### config.mk
export PLATFORM = sky130hd
export DESIGN_NAME = aasp_shadow_ports
export DESIGN_NICKNAME = d
export VERILOG_FILES = /design/src/aasp_seq_counter.v /design/src/aasp_shadow_ports.v
export VERILOG_INCLUDE_DIRS = /design/src
export SDC_FILE = /design/constraint.sdc
export NUM_CORES = 1
export LEC_CHECK = 0
export BUFFER_PORTS_ARGS = -buffer_cell sky130_fd_sc_hd__buf_2
export CAP_MARGIN = 25
export CORE_ASPECT_RATIO = 0.75
export CORE_UTILIZATION = 40
export CTS_CLUSTER_SIZE = 8
export DETAILED_ROUTE_END_ITERATION = 10
export PLACE_DENSITY = 0.82
export SETUP_SLACK_MARGIN = 0.4
export SLEW_MARGIN = 20
export SYNTH_ARGS = -nofsm -noshare
export SYNTH_HDL_FRONTEND = slang
export SYNTH_SLANG_ARGS = --single-unit
### constraint.sdc
create_clock -name clk_in -period 3.2 [get_ports clk_in]
set_clock_uncertainty 0.05 [all_clocks]
set_input_delay 0.64 -clock clk_in [delete_from_list [all_inputs] [get_ports clk_in]]
set_output_delay 0.64 -clock clk_in [all_outputs]
set_load 0.02 [all_outputs]
### src/aasp_map.vh
// aasp_map.vh - port addresses, sequence lengths and field positions
// assumes an 8-bit legacy i/o port bus with one-cycle read and write strobes
// Contract
// - master controller port reads step through twelve saved control words
// - counter-0 port reads give status, base counts over seven steps
// - counter-2 port read gives low six status bits of counter 2
// - rtc index port read gives nmi enable and last index
// - controller readback forces reserved bits to fixed values
// - alternate-mode writes to dma status ports load read-only status
// - normal-mode base writes also load current address or count
// - leaving alternate mode after timer reads leaves faster tick period
`ifndef AASP_MAP_VH
`define AASP_MAP_VH
`define AASP_ADDR_DMA_STS_LO   8'h08
`define AASP_ADDR_INT_MASTER   8'h20
`define AASP_ADDR_TMR_CNT0     8'h40
`define AASP_ADDR_TMR_CNT2     8'h42
`define AASP_ADDR_RTC_INDEX    8'h70
`define AASP_ADDR_DMA_STS_HI   8'hd0
`define AASP_INT_SEQ_LEN       4'hc
`define AASP_TMR_SEQ_LEN       3'h7
`define AASP_TMR_STS_W         6
`define AASP_RTC_NMI_BIT       7
`define AASP_OPW3_PATTERN      2'h1
`define AASP_FAST_TICK_US      13500
`define AASP_NORMAL_TICK_US    54600
`endif

### src/aasp_seq_counter.v
// aasp_seq_counter.v - wrapping read-step counter for one port
// assumes clear and step come from logic on the same clock
`timescale 1ns/1ps
module aasp_seq_counter #(
  parameter WIDTH = 4,
  parameter LAST  = 11
) (
  // clock and reset
  input  wire             clk_in,
  input  wire             arst_n_in,
  // control
  input  wire             clear_in,
  input  wire             step_in,
  // state
  output reg  [WIDTH-1:0] count_out
);
  always @(posedge clk_in or negedge arst_n_in) begin
    if (!arst_n_in) begin
      count_out <= {WIDTH{1'b0}};
    end else if (clear_in) begin
      // a read on the entry edge already counts as the first step
      count_out <= step_in ? {{(WIDTH-1){1'b0}}, 1'b1} : {WIDTH{1'b0}};
    end else if (step_in) begin
      if (count_out == LAST[WIDTH-1:0]) begin
        count_out <= {WIDTH{1'b0}};
      end else begin
        count_out <= count_out + {{(WIDTH-1){1'b0}}, 1'b1};
      end
    end
  end
endmodule // aasp_seq_counter

### src/aasp_shadow_ports.v
// aasp_shadow_ports.v - alternate access read and write paths for legacy ports
// assumes the legacy units present their saved words as inputs and take
// dma loads and a fast-tick flag as outputs; all inputs on clk_in
`timescale 1ns/1ps
`include "aasp_map.vh"
module aasp_shadow_ports (
  // clock and reset
  input  wire        clk_in,
  input  wire        arst_n_in,
  // mode
  input  wire        alternate_access_in,
  // host i/o port access
  input  wire [7:0]  io_addr_in,
  input  wire [7:0]  io_wdata_in,
  input  wire        io_rd_in,
  input  wire        io_wr_in,
  output reg  [7:0]  io_rdata_out,
  output reg         io_rvalid_out,
  // interrupt controller saved words, master then slave
  input  wire [7:0]  m_init_word_second_in,
  input  wire [7:0]  m_init_word_third_in,
  input  wire [7:0]  m_init_word_fourth_in,
  input  wire [7:0]  m_operation_word_first_in,
  input  wire [7:0]  m_operation_word_second_in,
  input  wire [7:0]  m_operation_word_third_in,
  input  wire [7:0]  s_init_word_second_in,
  input  wire [7:0]  s_init_word_third_in,
  input  wire [7:0]  s_init_word_fourth_in,
  input  wire [7:0]  s_operation_word_first_in,
  input  wire [7:0]  s_operation_word_second_in,
  input  wire [7:0]  s_operation_word_third_in,
  // timer state
  input  wire [5:0]  tmr0_status_in,
  input  wire [15:0] tmr0_base_count_in,
  input  wire [5:0]  tmr2_status_in,
  input  wire [15:0] tmr2_base_count_in,
  output reg         tmr_fast_tick_out,
  // rtc index and nmi
  input  wire        nmi_enable_in,
  input  wire [6:0]  rtc_index_in,
  // dma status restore and base/current mirror
  output reg  [7:0]  dma_status_lo_out,
  output reg         dma_status_lo_load_out,
  output reg  [7:0]  dma_status_hi_out,
  output reg         dma_status_hi_load_out,
  input  wire        dma_base_wr_in,
  output wire        dma_current_wr_out
);
  // session tracking and port decode
  reg        alt_q;
  reg        tmr_read_q;
  wire       alt_rise;
  wire       alt_fall;
  wire       rd_alt;
  wire       wr_alt;
  wire       wr_norm;
  wire       sel_int;
  wire       sel_tmr0;
  wire       sel_tmr2;
  wire       sel_dma_lo;
  wire       sel_dma_hi;
  wire       rd_int;
  wire       rd_tmr0;
  wire       rd_tmr_any;
  // read step counters and the index the mux uses
  wire [3:0] int_step;
  wire [2:0] tmr_step;
  wire [3:0] int_idx;
  wire [2:0] tmr_idx;
  // saved words with reserved bits forced
  wire [7:0] m_iw2_fix;
  wire [7:0] m_iw4_fix;
  wire [7:0] m_ow2_fix;
  wire [7:0] m_ow3_fix;
  wire [7:0] s_iw2_fix;
  wire [7:0] s_iw4_fix;
  wire [7:0] s_ow2_fix;
  wire [7:0] s_ow3_fix;
  reg  [7:0] rdata_d;

  assign alt_rise   = alternate_access_in & ~alt_q;
  assign alt_fall   = ~alternate_access_in & alt_q;
  assign rd_alt     = io_rd_in & alternate_access_in;
  assign wr_alt     = io_wr_in & alternate_access_in;
  assign wr_norm    = io_wr_in & ~alternate_access_in;

  assign sel_int    = (io_addr_in == `AASP_ADDR_INT_MASTER);
  assign sel_tmr0   = (io_addr_in == `AASP_ADDR_TMR_CNT0);
  assign sel_tmr2   = (io_addr_in == `AASP_ADDR_TMR_CNT2);
  assign sel_dma_lo = (io_addr_in == `AASP_ADDR_DMA_STS_LO);
  assign sel_dma_hi = (io_addr_in == `AASP_ADDR_DMA_STS_HI);

  assign rd_int     = rd_alt & sel_int;
  assign rd_tmr0    = rd_alt & sel_tmr0;
  assign rd_tmr_any = rd_alt & (sel_tmr0 | sel_tmr2);

  aasp_seq_counter #(.WIDTH(4), .LAST(`AASP_INT_SEQ_LEN - 1)) u_int_seq (
    .clk_in    (clk_in),
    .arst_n_in (arst_n_in),
    .clear_in  (alt_rise),
    .step_in   (rd_int),
    .count_out (int_step)
  );
  aasp_seq_counter #(.WIDTH(3), .LAST(`AASP_TMR_SEQ_LEN - 1)) u_tmr_seq (
    .clk_in    (clk_in),
    .arst_n_in (arst_n_in),
    .clear_in  (alt_rise),
    .step_in   (rd_tmr0),
    .count_out (tmr_step)
  );
  // a read on the entry edge already sees step 0
  assign int_idx    = alt_rise ? 4'h0 : int_step;
  assign tmr_idx    = alt_rise ? 3'h0 : tmr_step;

  // reserved bits forced on readback
  function [7:0] fix_iw2;
    input [7:0] v;
    fix_iw2 = {v[7:3], 3'h0};
  endfunction
  function [7:0] fix_iw4;
    input [7:0] v;
    fix_iw4 = {3'h0, v[4], 2'h0, v[1], 1'b0};
  endfunction
  function [7:0] fix_ow2;
    input [7:0] v;
    fix_ow2 = {v[7:5], 2'h0, v[2:0]};
  endfunction
  function [7:0] fix_ow3;
    input [7:0] v;
    fix_ow3 = {1'b0, v[6], v[6], `AASP_OPW3_PATTERN, v[2:0]};
  endfunction

  assign m_iw2_fix = fix_iw2(m_init_word_second_in);
  assign m_iw4_fix = fix_iw4(m_init_word_fourth_in);
  assign m_ow2_fix = fix_ow2(m_operation_word_second_in);
  assign m_ow3_fix = fix_ow3(m_operation_word_third_in);
  assign s_iw2_fix = fix_iw2(s_init_word_second_in);
  assign s_iw4_fix = fix_iw4(s_init_word_fourth_in);
  assign s_ow2_fix = fix_ow2(s_operation_word_second_in);
  assign s_ow3_fix = fix_ow3(s_operation_word_third_in);

  always @* begin
    rdata_d = 8'h00;
    case (io_addr_in)
      `AASP_ADDR_INT_MASTER: begin
        case (int_idx)
          4'h0:    rdata_d = m_iw2_fix;
          4'h1:    rdata_d = m_init_word_third_in;
          4'h2:    rdata_d = m_iw4_fix;
          4'h3:    rdata_d = m_operation_word_first_in;
          4'h4:    rdata_d = m_ow2_fix;
          4'h5:    rdata_d = m_ow3_fix;
          4'h6:    rdata_d = s_iw2_fix;
          4'h7:    rdata_d = s_init_word_third_in;
          4'h8:    rdata_d = s_iw4_fix;
          4'h9:    rdata_d = s_operation_word_first_in;
          4'ha:    rdata_d = s_ow2_fix;
          4'hb:    rdata_d = s_ow3_fix;
          default: rdata_d = 8'h00;
        endcase
      end
      `AASP_ADDR_TMR_CNT0: begin
        case (tmr_idx)
          3'h0:    rdata_d = {2'h0, tmr0_status_in};
          3'h1:    rdata_d = tmr0_base_count_in[7:0];
          3'h2:    rdata_d = tmr0_base_count_in[15:8];
          3'h5:    rdata_d = tmr2_base_count_in[7:0];
          3'h6:    rdata_d = tmr2_base_count_in[15:8];
          default: rdata_d = 8'h00;
        endcase
      end
      `AASP_ADDR_TMR_CNT2: rdata_d = {2'h0, tmr2_status_in};
      `AASP_ADDR_RTC_INDEX: rdata_d = {nmi_enable_in, rtc_index_in};
      default: rdata_d = 8'h00;
    endcase
  end

  // session state: entry edge and timer reads seen
  always @(posedge clk_in or negedge arst_n_in) begin
    if (!arst_n_in) begin
      alt_q      <= 1'b0;
      tmr_read_q <= 1'b0;
    end else begin
      alt_q      <= alternate_access_in;
      // a timer read on the entry edge still counts for this session
      tmr_read_q <= (tmr_read_q & ~alt_rise) | rd_tmr_any;
    end
  end

  // read answer, one cycle after the strobe
  always @(posedge clk_in or negedge arst_n_in) begin
    if (!arst_n_in) begin
      io_rvalid_out <= 1'b0;
      io_rdata_out  <= 8'h00;
    end else begin
      io_rvalid_out <= rd_alt;
      if (rd_alt) begin
        io_rdata_out <= rdata_d;
      end
    end
  end

  // fast tick after exit from a session with timer reads, until the timer is reprogrammed
  always @(posedge clk_in or negedge arst_n_in) begin
    if (!arst_n_in) begin
      tmr_fast_tick_out <= 1'b0;
    end else if (alt_fall & tmr_read_q) begin
      tmr_fast_tick_out <= 1'b1;
    end else if (wr_norm & (sel_tmr0 | sel_tmr2)) begin
      // reprogramming restores the normal period
      tmr_fast_tick_out <= 1'b0;
    end
  end

  // low channel status restore, alternate mode only
  always @(posedge clk_in or negedge arst_n_in) begin
    if (!arst_n_in) begin
      dma_status_lo_out      <= 8'h00;
      dma_status_lo_load_out <= 1'b0;
    end else begin
      dma_status_lo_load_out <= wr_alt & sel_dma_lo;
      if (wr_alt & sel_dma_lo) begin
        dma_status_lo_out <= io_wdata_in;
      end
    end
  end

  // high channel status restore, alternate mode only
  always @(posedge clk_in or negedge arst_n_in) begin
    if (!arst_n_in) begin
      dma_status_hi_out      <= 8'h00;
      dma_status_hi_load_out <= 1'b0;
    end else begin
      dma_status_hi_load_out <= wr_alt & sel_dma_hi;
      if (wr_alt & sel_dma_hi) begin
        dma_status_hi_out <= io_wdata_in;
      end
    end
  end

  // base writes mirror to current only outside alternate mode
  assign dma_current_wr_out = dma_base_wr_in & ~alternate_access_in;
endmodule // aasp_shadow_ports

==> impl_metrics.env, run 1 <==
export IMPL_grt_pass1_vias=2986
export IMPL_die_area_um2=7140
export IMPL_max_cap_violations=0
export IMPL_wl_mm=8.72
export IMPL_cts_tree="yes"
export IMPL_synth_main_ff_cell="dfrtp_1"
export IMPL_hold_buffers=0
export IMPL_crit_path_top_delay_cell="a211oi_1"
export IMPL_leakage_nw=1.83
export IMPL_multi_input_area_um2=1650
export IMPL_mostFrequentLayoutCells="buf_2, nand2_1, dfrtp_1"
export IMPL_syn_nets=483
export IMPL_drive_gt1_share_pct=43.7
export IMPL_cts_buffer_depth=2
export IMPL_drtIter0Drc=181
export IMPL_dp_hpwl_mm=7.11
export IMPL_grt_max_degree=38
export IMPL_synth_seq_area_share_pct=34.0
export IMPL_synth_compound_area_share_pct=26.8
export IMPL_synth_avg_cell_area_um2=8.80
export IMPL_port_buffers=168
export IMPL_peakVddDrop_mv=0.138
export IMPL_fmax_mhz=415
export IMPL_num_vias=3160
export IMPL_power_density_nw_per_um2=271
export IMPL_ff2ff_path_depth=8
export IMPL_crit_path_cell_trace="buf_2 > nand2b_1 > nand2_1 > ha_1 > o21ai_0 > a21o_1 > a211oi_1 > a221oi_1 > o211ai_1"
export IMPL_nets=643
export IMPL_grt_usage_pct=24.3
export IMPL_fin_hold_ws_ns=0.389
export IMPL_path_buf_inv=1
export IMPL_outcome="finished clean"
export IMPL_syn_area_um2=2720
export IMPL_avgViaCountPerCell=5.75
export IMPL_ys_top_cells_by_area="dfrtp_1, nand2_1, mux2_2"
export IMPL_htreeDepth=2
export IMPL_slowest_delay_ns=0.35
export IMPL_startpoint_type="input port"
export IMPL_synth_top_area_cell="dfrtp_1"
export IMPL_ctsRootBufferMaster="clkbuf_8"
export IMPL_routabilityCongestion=0.962
export IMPL_clk_latency_ns=0.29
export IMPL_layout_commonest_cell="buf_2"
export IMPL_antenna_found_initial=0
export IMPL_yosysWarningCount=0
export IMPL_hold_violations=0
export IMPL_final_util_pct=56.9
export IMPL_dieWidth_um=97.2
export IMPL_fillers=597
export IMPL_ys_ff_latch=37
export IMPL_fin_area_um2=3670
export IMPL_syn_inst=309
export IMPL_cpLargestDelayFamily="compound AO/OA/AOI/OAI gates"
export IMPL_ant_nets=0
export IMPL_synthMuxAreaShare_pct=8.46
export IMPL_worstPathRequired_ns=3.36
export IMPL_synth_top_family_by_area="compound AO/OA/AOI/OAI gates"
export IMPL_wl_per_cell_um=15.9
export IMPL_final_cell_count_no_fill=550
export IMPL_slew_headroom_pct=46.1
export IMPL_synth_edf_count=0
export IMPL_cp_arrival_ns=2.57
export IMPL_dp_cells=543
export IMPL_clk_pin_slew_worst_paths_ns=0.07
export IMPL_ys_types=52
export IMPL_core_um2=6440
export IMPL_cts_resized=0
export IMPL_post_cts_buffers=0
export IMPL_synthToLayoutAreaGrowth_pct=34.8
export IMPL_finalMaxSlewViolations=0
export IMPL_dpl_instance_area_um2=3580
export IMPL_crit_fanout=8
export IMPL_grt_pass1_wl_mm=14.1
export IMPL_start_util_pct=42.2
export IMPL_fp_dieH_um=73.4
export IMPL_overflow=0
export IMPL_antenna_cells=0
export IMPL_register_area_um2=926
export IMPL_cp_depth=9
export IMPL_yosys_area_share_adder_pct=1.84
export IMPL_cts_buffers=5
export IMPL_yosys_area_share_simple_pct=23.2
export IMPL_rows=25
export IMPL_pin_count=199
export IMPL_rsz0062_at_grt="no"
export IMPL_critPathKind="in2reg"
export IMPL_worstHoldPathType="in2async"
export IMPL_fin_tns_setup_ns=0
export IMPL_setup_violations=0
export IMPL_end_kind="flop"
export IMPL_worst_slew_pin_slew_ns=0.809
export IMPL_cts_sinks=37
export IMPL_route_detailed_drc=0
export IMPL_yosys_area_top_type_share_pct=34.0
export IMPL_firstDrtPassIters=5
export IMPL_synthArstFlopShare_pct=100
export IMPL_fin_crit_ns=2.41
export IMPL_period_share_pct=75.3
export IMPL_synth_xor_area_share_pct=0.322
stage by stage:
stage	setup WS [ns]	power, mW
global route	0.578	1.04
detailed placement	0.530	0.669
finish	0.792	0.995
global placement	0.590	0.665
CTS	0.829	1.00
floorplan	0.872	0.551
worst reg2reg max path, stage by stage (launching register included):
cell      delay, ns
dfrtp_1        0.39
nand2b_1       0.25
nand2_1        0.18
ha_1           0.34
o21ai_0        0.18
a21o_1         0.26
a211oi_1       0.35
a221oi_1       0.10
o211ai_1       0.19
Yosys cell counts (4+ instances only):
master,count
nand2_1,57
dfrtp_1,37
mux2_2,16
o21ai_0,16
a22oi_1,15
a22o_1,11
nand3_1,11
nor2_1,11
a21oi_1,10
a221oi_1,9
buf_2,8
inv_1,8
a222oi_1,7
a211oi_1,5
a32oi_1,5
clkbuf_1,5
mux2i_1,5
nor3_1,5
a31oi_1,4
ha_1,4
nand2b_1,4
nor2b_1,4
area by class of cell:
type / instances / area share, %
Clock buffer: 6 / 2.25
Clock inverter: 1 / 0.205
Inverter: 8 / 0.819
Multi-Input combinational cell: 245 / 45.0
Sequential cell: 37 / 25.2
Tap cell: 81 / 2.76
Timing Repair Buffer: 172 / 23.7
layer usage:
metal	track usage [%]	vias to the layer above	share of wire (%)
met5	0	-	0
met4	5.07	0	1.1
met2	41.5	144	47
met3	6.09	9	7.9
li1	-	1512	-
met1	31.7	1495	44
worst paths after layout:
path                                                  startpoint                                  to  slack, ns
worst max-delay path                         alternate_access_in         io_rdata_out[1]$_DFFE_PN0P_       0.79
min in group clk_in             dma_status_lo_out[1]$_DFFE_PN0P_    dma_status_lo_out[1]$_DFFE_PN0P_       0.41
worst min register to register  dma_status_lo_out[1]$_DFFE_PN0P_    dma_status_lo_out[1]$_DFFE_PN0P_       0.41
worst max register to register                   alt_q$_DFF_PN0_         io_rdata_out[1]$_DFFE_PN0P_       0.84
worst min-delay path                                   arst_n_in    dma_status_lo_out[2]$_DFFE_PN0P_       0.39
max in group asynchronous                              arst_n_in  u_int_seq.count_out[0]$_DFFE_PN0P_       2.20
state kept, by name, summed over array words and instances, names as in the netlist:
name,cells
dma_status_hi_out,8
dma_status_lo_load_out,1
u_int_seq.count_out,4
io_rvalid_out,1
tmr_read_q,1
u_tmr_seq.count_out,3
alt_q,1
io_rdata_out,8
dma_status_hi_load_out,1
tmr_fast_tick_out,1
dma_status_lo_out,8
kinds of logic (layout without fill, tap and decap cells):
group                    Yosys count  count (layout)
buffers and inverters             27             187
XOR/XNOR                           1               1
multiplexers                      21              21
adder cells (fa/ha/maj)            4               4
flip-flops                        37              37
AO/OA/AOI/OAI                     99              99
AND/OR/NAND/NOR                  120             120
power breakdown:
part	switching, mW	total (mW)	leakage [nW]	internal, mW
Sequential	0.00453	0.481	0.510	0.476
Combinational	0.0879	0.181	1.28	0.0928
Clock	0.163	0.333	0.0433	0.170
Total	0.256	0.995	1.83	0.739
Note: power is estimated with default switching activity, not from simulation.
==> inputs of run 2 (changes only) <==
--- a/config.mk
+++ b/config.mk
@@ -9,10 +9,10 @@
 export BUFFER_PORTS_ARGS = -buffer_cell sky130_fd_sc_hd__buf_2
 export CAP_MARGIN = 25
 export CORE_ASPECT_RATIO = 0.75
-export CORE_UTILIZATION = 40
+export CORE_UTILIZATION = 37
 export CTS_CLUSTER_SIZE = 8
 export DETAILED_ROUTE_END_ITERATION = 10
-export PLACE_DENSITY = 0.82
+export PLACE_DENSITY = 0.8
 export SETUP_SLACK_MARGIN = 0.4
 export SLEW_MARGIN = 20
 export SYNTH_ARGS = -nofsm -noshare
==> constraint.sdc (replaced) <==
create_clock -name clk_in -period 2 [get_ports clk_in]
set_clock_uncertainty 0.05 [all_clocks]
set_input_delay 0.4 -clock clk_in [delete_from_list [all_inputs] [get_ports clk_in]]
set_output_delay 0.4 -clock clk_in [all_outputs]
set_load 0.02 [all_outputs]
==> run 2 against run 1 <==
Against the previous run: the flow now finishes with violations (setup timing); hold slack lost 0.31 ns; via count grew 5.8%; highest routed layer unchanged; non-clock buffer count grew 43; global-route usage grew 2.6 points; critical endpoint is now io_rdata_out[5]$_DFFE_PN0P_; worst setup slack lost 0.79 ns.
==> impl_metrics.env, run 2 (synthesized netlist as in run 1, its figures left out) <==
export IMPL_outcome="complete, but fails checks"
export IMPL_failed_checks="setup timing"
export IMPL_finalMaxSlewViolations=0
export IMPL_period_share_pct=100
export IMPL_crit_path_cell_trace="nand2b_4 > nand2_4 > inv_2 > ha_4 > a222oi_1 > a211oi_2 > buf_4 > nor3b_2 > a22oi_1"
export IMPL_r2r_start="alt_q$_DFF_PN0_"
export IMPL_ff2ff_path_depth=9
export IMPL_cp_arrival_ns=2.11
export IMPL_multi_input_area_um2=1890
export IMPL_setup_violations=1
export IMPL_cts_buffers=5
export IMPL_rsz0062_at_grt="yes"
export IMPL_hold_buffers=0
export IMPL_end_kind="flop"
export IMPL_port_buffers=168
export IMPL_overflow=0
export IMPL_crit_fanout=7
export IMPL_grt_pass1_wl_mm=16.0
export IMPL_synthToLayoutAreaGrowth_pct=59.4
export IMPL_cts_buffer_depth=2
export IMPL_worst_slew_pin_slew_ns=0.549
export IMPL_nets=686
export IMPL_core_um2=6960
export IMPL_routabilityCongestion=0.907
export IMPL_rows=26
export IMPL_dieWidth_um=101
export IMPL_die_area_um2=7700
export IMPL_antenna_found_initial=0
export IMPL_rrSetupSlack_ns=-0.002
export IMPL_grt_max_degree=38
export IMPL_switchingPower_mw=0.460
export IMPL_fmax_mhz=500
export IMPL_fin_tns_setup_ns=-0.00194
export IMPL_ant_nets=0
export IMPL_antenna_cells=0
export IMPL_clkPwrFrac_pct=37.9
export IMPL_slew_headroom_pct=63.3
export IMPL_drive_gt1_share_pct=56.3
export IMPL_startpoint_type="flop"
export IMPL_fin_hold_ws_ns=0.0837
export IMPL_peakVddDrop_mv=0.273
export IMPL_dp_hpwl_mm=7.88
export IMPL_register_area_um2=928
export IMPL_setup_ws_ns=-0.00194
export IMPL_critPathKind="reg2reg"
export IMPL_mostFrequentLayoutCells="buf_2, nand2_1, dfrtp_1"
export IMPL_final_cell_count_no_fill=611
export IMPL_htreeDepth=2
export IMPL_route_detailed_drc=0
export IMPL_max_cap_violations=0
export IMPL_cts_tree="yes"
export IMPL_wl_mm=10.2
export IMPL_crit_path_top_delay_cell="a222oi_1"
export IMPL_p_comb_share_pct=18.6
export IMPL_hold_violations=0
export IMPL_grt_pass1_vias=3298
export IMPL_firstDrtPassIters=5
export IMPL_wl_per_cell_um=16.8
export IMPL_power_density_nw_per_um2=406
export IMPL_leakage_nw=2.14
export IMPL_cts_sinks=37
export IMPL_start_util_pct=39.1
export IMPL_layout_commonest_cell="buf_2"
export IMPL_worstHoldPathType="in2async"
export IMPL_p_int_mw=1.30
export IMPL_swShare_pct=26.1
export IMPL_power_frac_seq_pct=43.6
export IMPL_grt_usage_pct=26.9
export IMPL_slowest_delay_ns=0.42
export IMPL_pin_count=199
export IMPL_final_util_pct=62.3
export IMPL_fp_dieH_um=76.3
export IMPL_dp_cells=586
export IMPL_largest_registers="dma_status_hi_out x8, dma_status_lo_out x8, io_rdata_out x8"
export IMPL_reg2reg_to="io_rdata_out[5]$_DFFE_PN0P_"
export IMPL_clk_pin_slew_worst_paths_ns=0.08
export IMPL_avgViaCountPerCell=5.47
export IMPL_ctsRootBufferMaster="clkbuf_8"
export IMPL_clk_latency_ns=0.29
export IMPL_worstPathRequired_ns=2.11
export IMPL_drtIter0Drc=241
export IMPL_fin_crit_ns=2.00
export IMPL_num_vias=3342
export IMPL_fillers=620
[run 2: changes by cell type in the layout (fill, tap and decap cells not counted), sizes merged]
| cell | previous run | this run |
|---|---|---|
| buf | 172 | 215 |
| bufinv | 0 | 1 |
| clkbuf | 6 | 5 |
| clkinv | 0 | 1 |
[run 2: timing repair]
action                                  in CTS  in global routing
gates resized for setup                     32                 25
buffers inserted                             9                  8
pin swaps                                   18                 18
endpoints found under the setup margin       9                 17
endpoints found under the hold margin        0                  0
[run 2: final cells by class]
cell class / instances / area share (%)
Multi-Input combinational cell: 245 / 43.5
Timing Repair Buffer: 215 / 28.9
Sequential cell: 37 / 21.4
Tap cell: 98 / 2.83
Clock buffer: 5 / 1.59
Clock inverter: 3 / 1.07
Inverter: 8 / 0.750
[run 2: critical path, delay by kind of cell, from the launching register on]
kind | cells | cell delay (ns)
buffers and inverters | 2 | 0.20
and+or+nand+nor | 3 | 0.41
DFF | 1 | 0.38
AOI/OAI and AO/OA | 3 | 0.64
adders and majority gates | 1 | 0.18
[run 2: routing by layer]
layer | up-vias | GRT usage [%] | part of all wire [%]
li1 | 1591 | - | -
met5 | - | 0 | 0
met3 | 22 | 4.22 | 8.9
met4 | 0 | 10.4 | 2.2
met1 | 1542 | 38.0 | 43
met2 | 187 | 41.2 | 46
[run 2: worst max path at each step]
stage | startpoint | to | slack (ns) | cells after the start
after global routing | alt_q$_DFF_PN0_ | io_rdata_out[4]$_DFFE_PN0P_ | -0.10 | 9
after CTS | alt_q$_DFF_PN0_ | io_rdata_out[1]$_DFFE_PN0P_ | 0.01 | 9
after detailed placement | alternate_access_in | io_rdata_out[5]$_DFFE_PN0P_ | -0.26 | 10
after floorplan | alt_q$_DFF_PN0_ | io_rdata_out[0]$_DFFE_PN0P_ | 0.06 | 10
after global placement | alternate_access_in | io_rdata_out[5]$_DFFE_PN0P_ | -0.21 | 10
final | alt_q$_DFF_PN0_ | io_rdata_out[5]$_DFFE_PN0P_ | -0.002 | 9
[run 2: power by group through the flow]
stage               sequential [mW]  clock, mW  combinational [mW]
global route                  0.770      0.712               0.357
finish                        0.767      0.667               0.327
floorplan                     0.799          0              0.0884
global placement              0.782          0               0.297
detailed placement            0.783          0               0.303
CTS                           0.768      0.674               0.312
[run 2: per-stage QoR]
step / setup WS [ns] / total power [mW] / cell area [um^2]
global route: -0.103 / 1.84 / 4340
floorplan: 0.0593 / 0.887 / 2810
global placement: -0.214 / 1.08 / 3860
CTS: 0.00961 / 1.75 / 4170
detailed placement: -0.256 / 1.09 / 3860
finish: -0.00194 / 1.76 / 4340
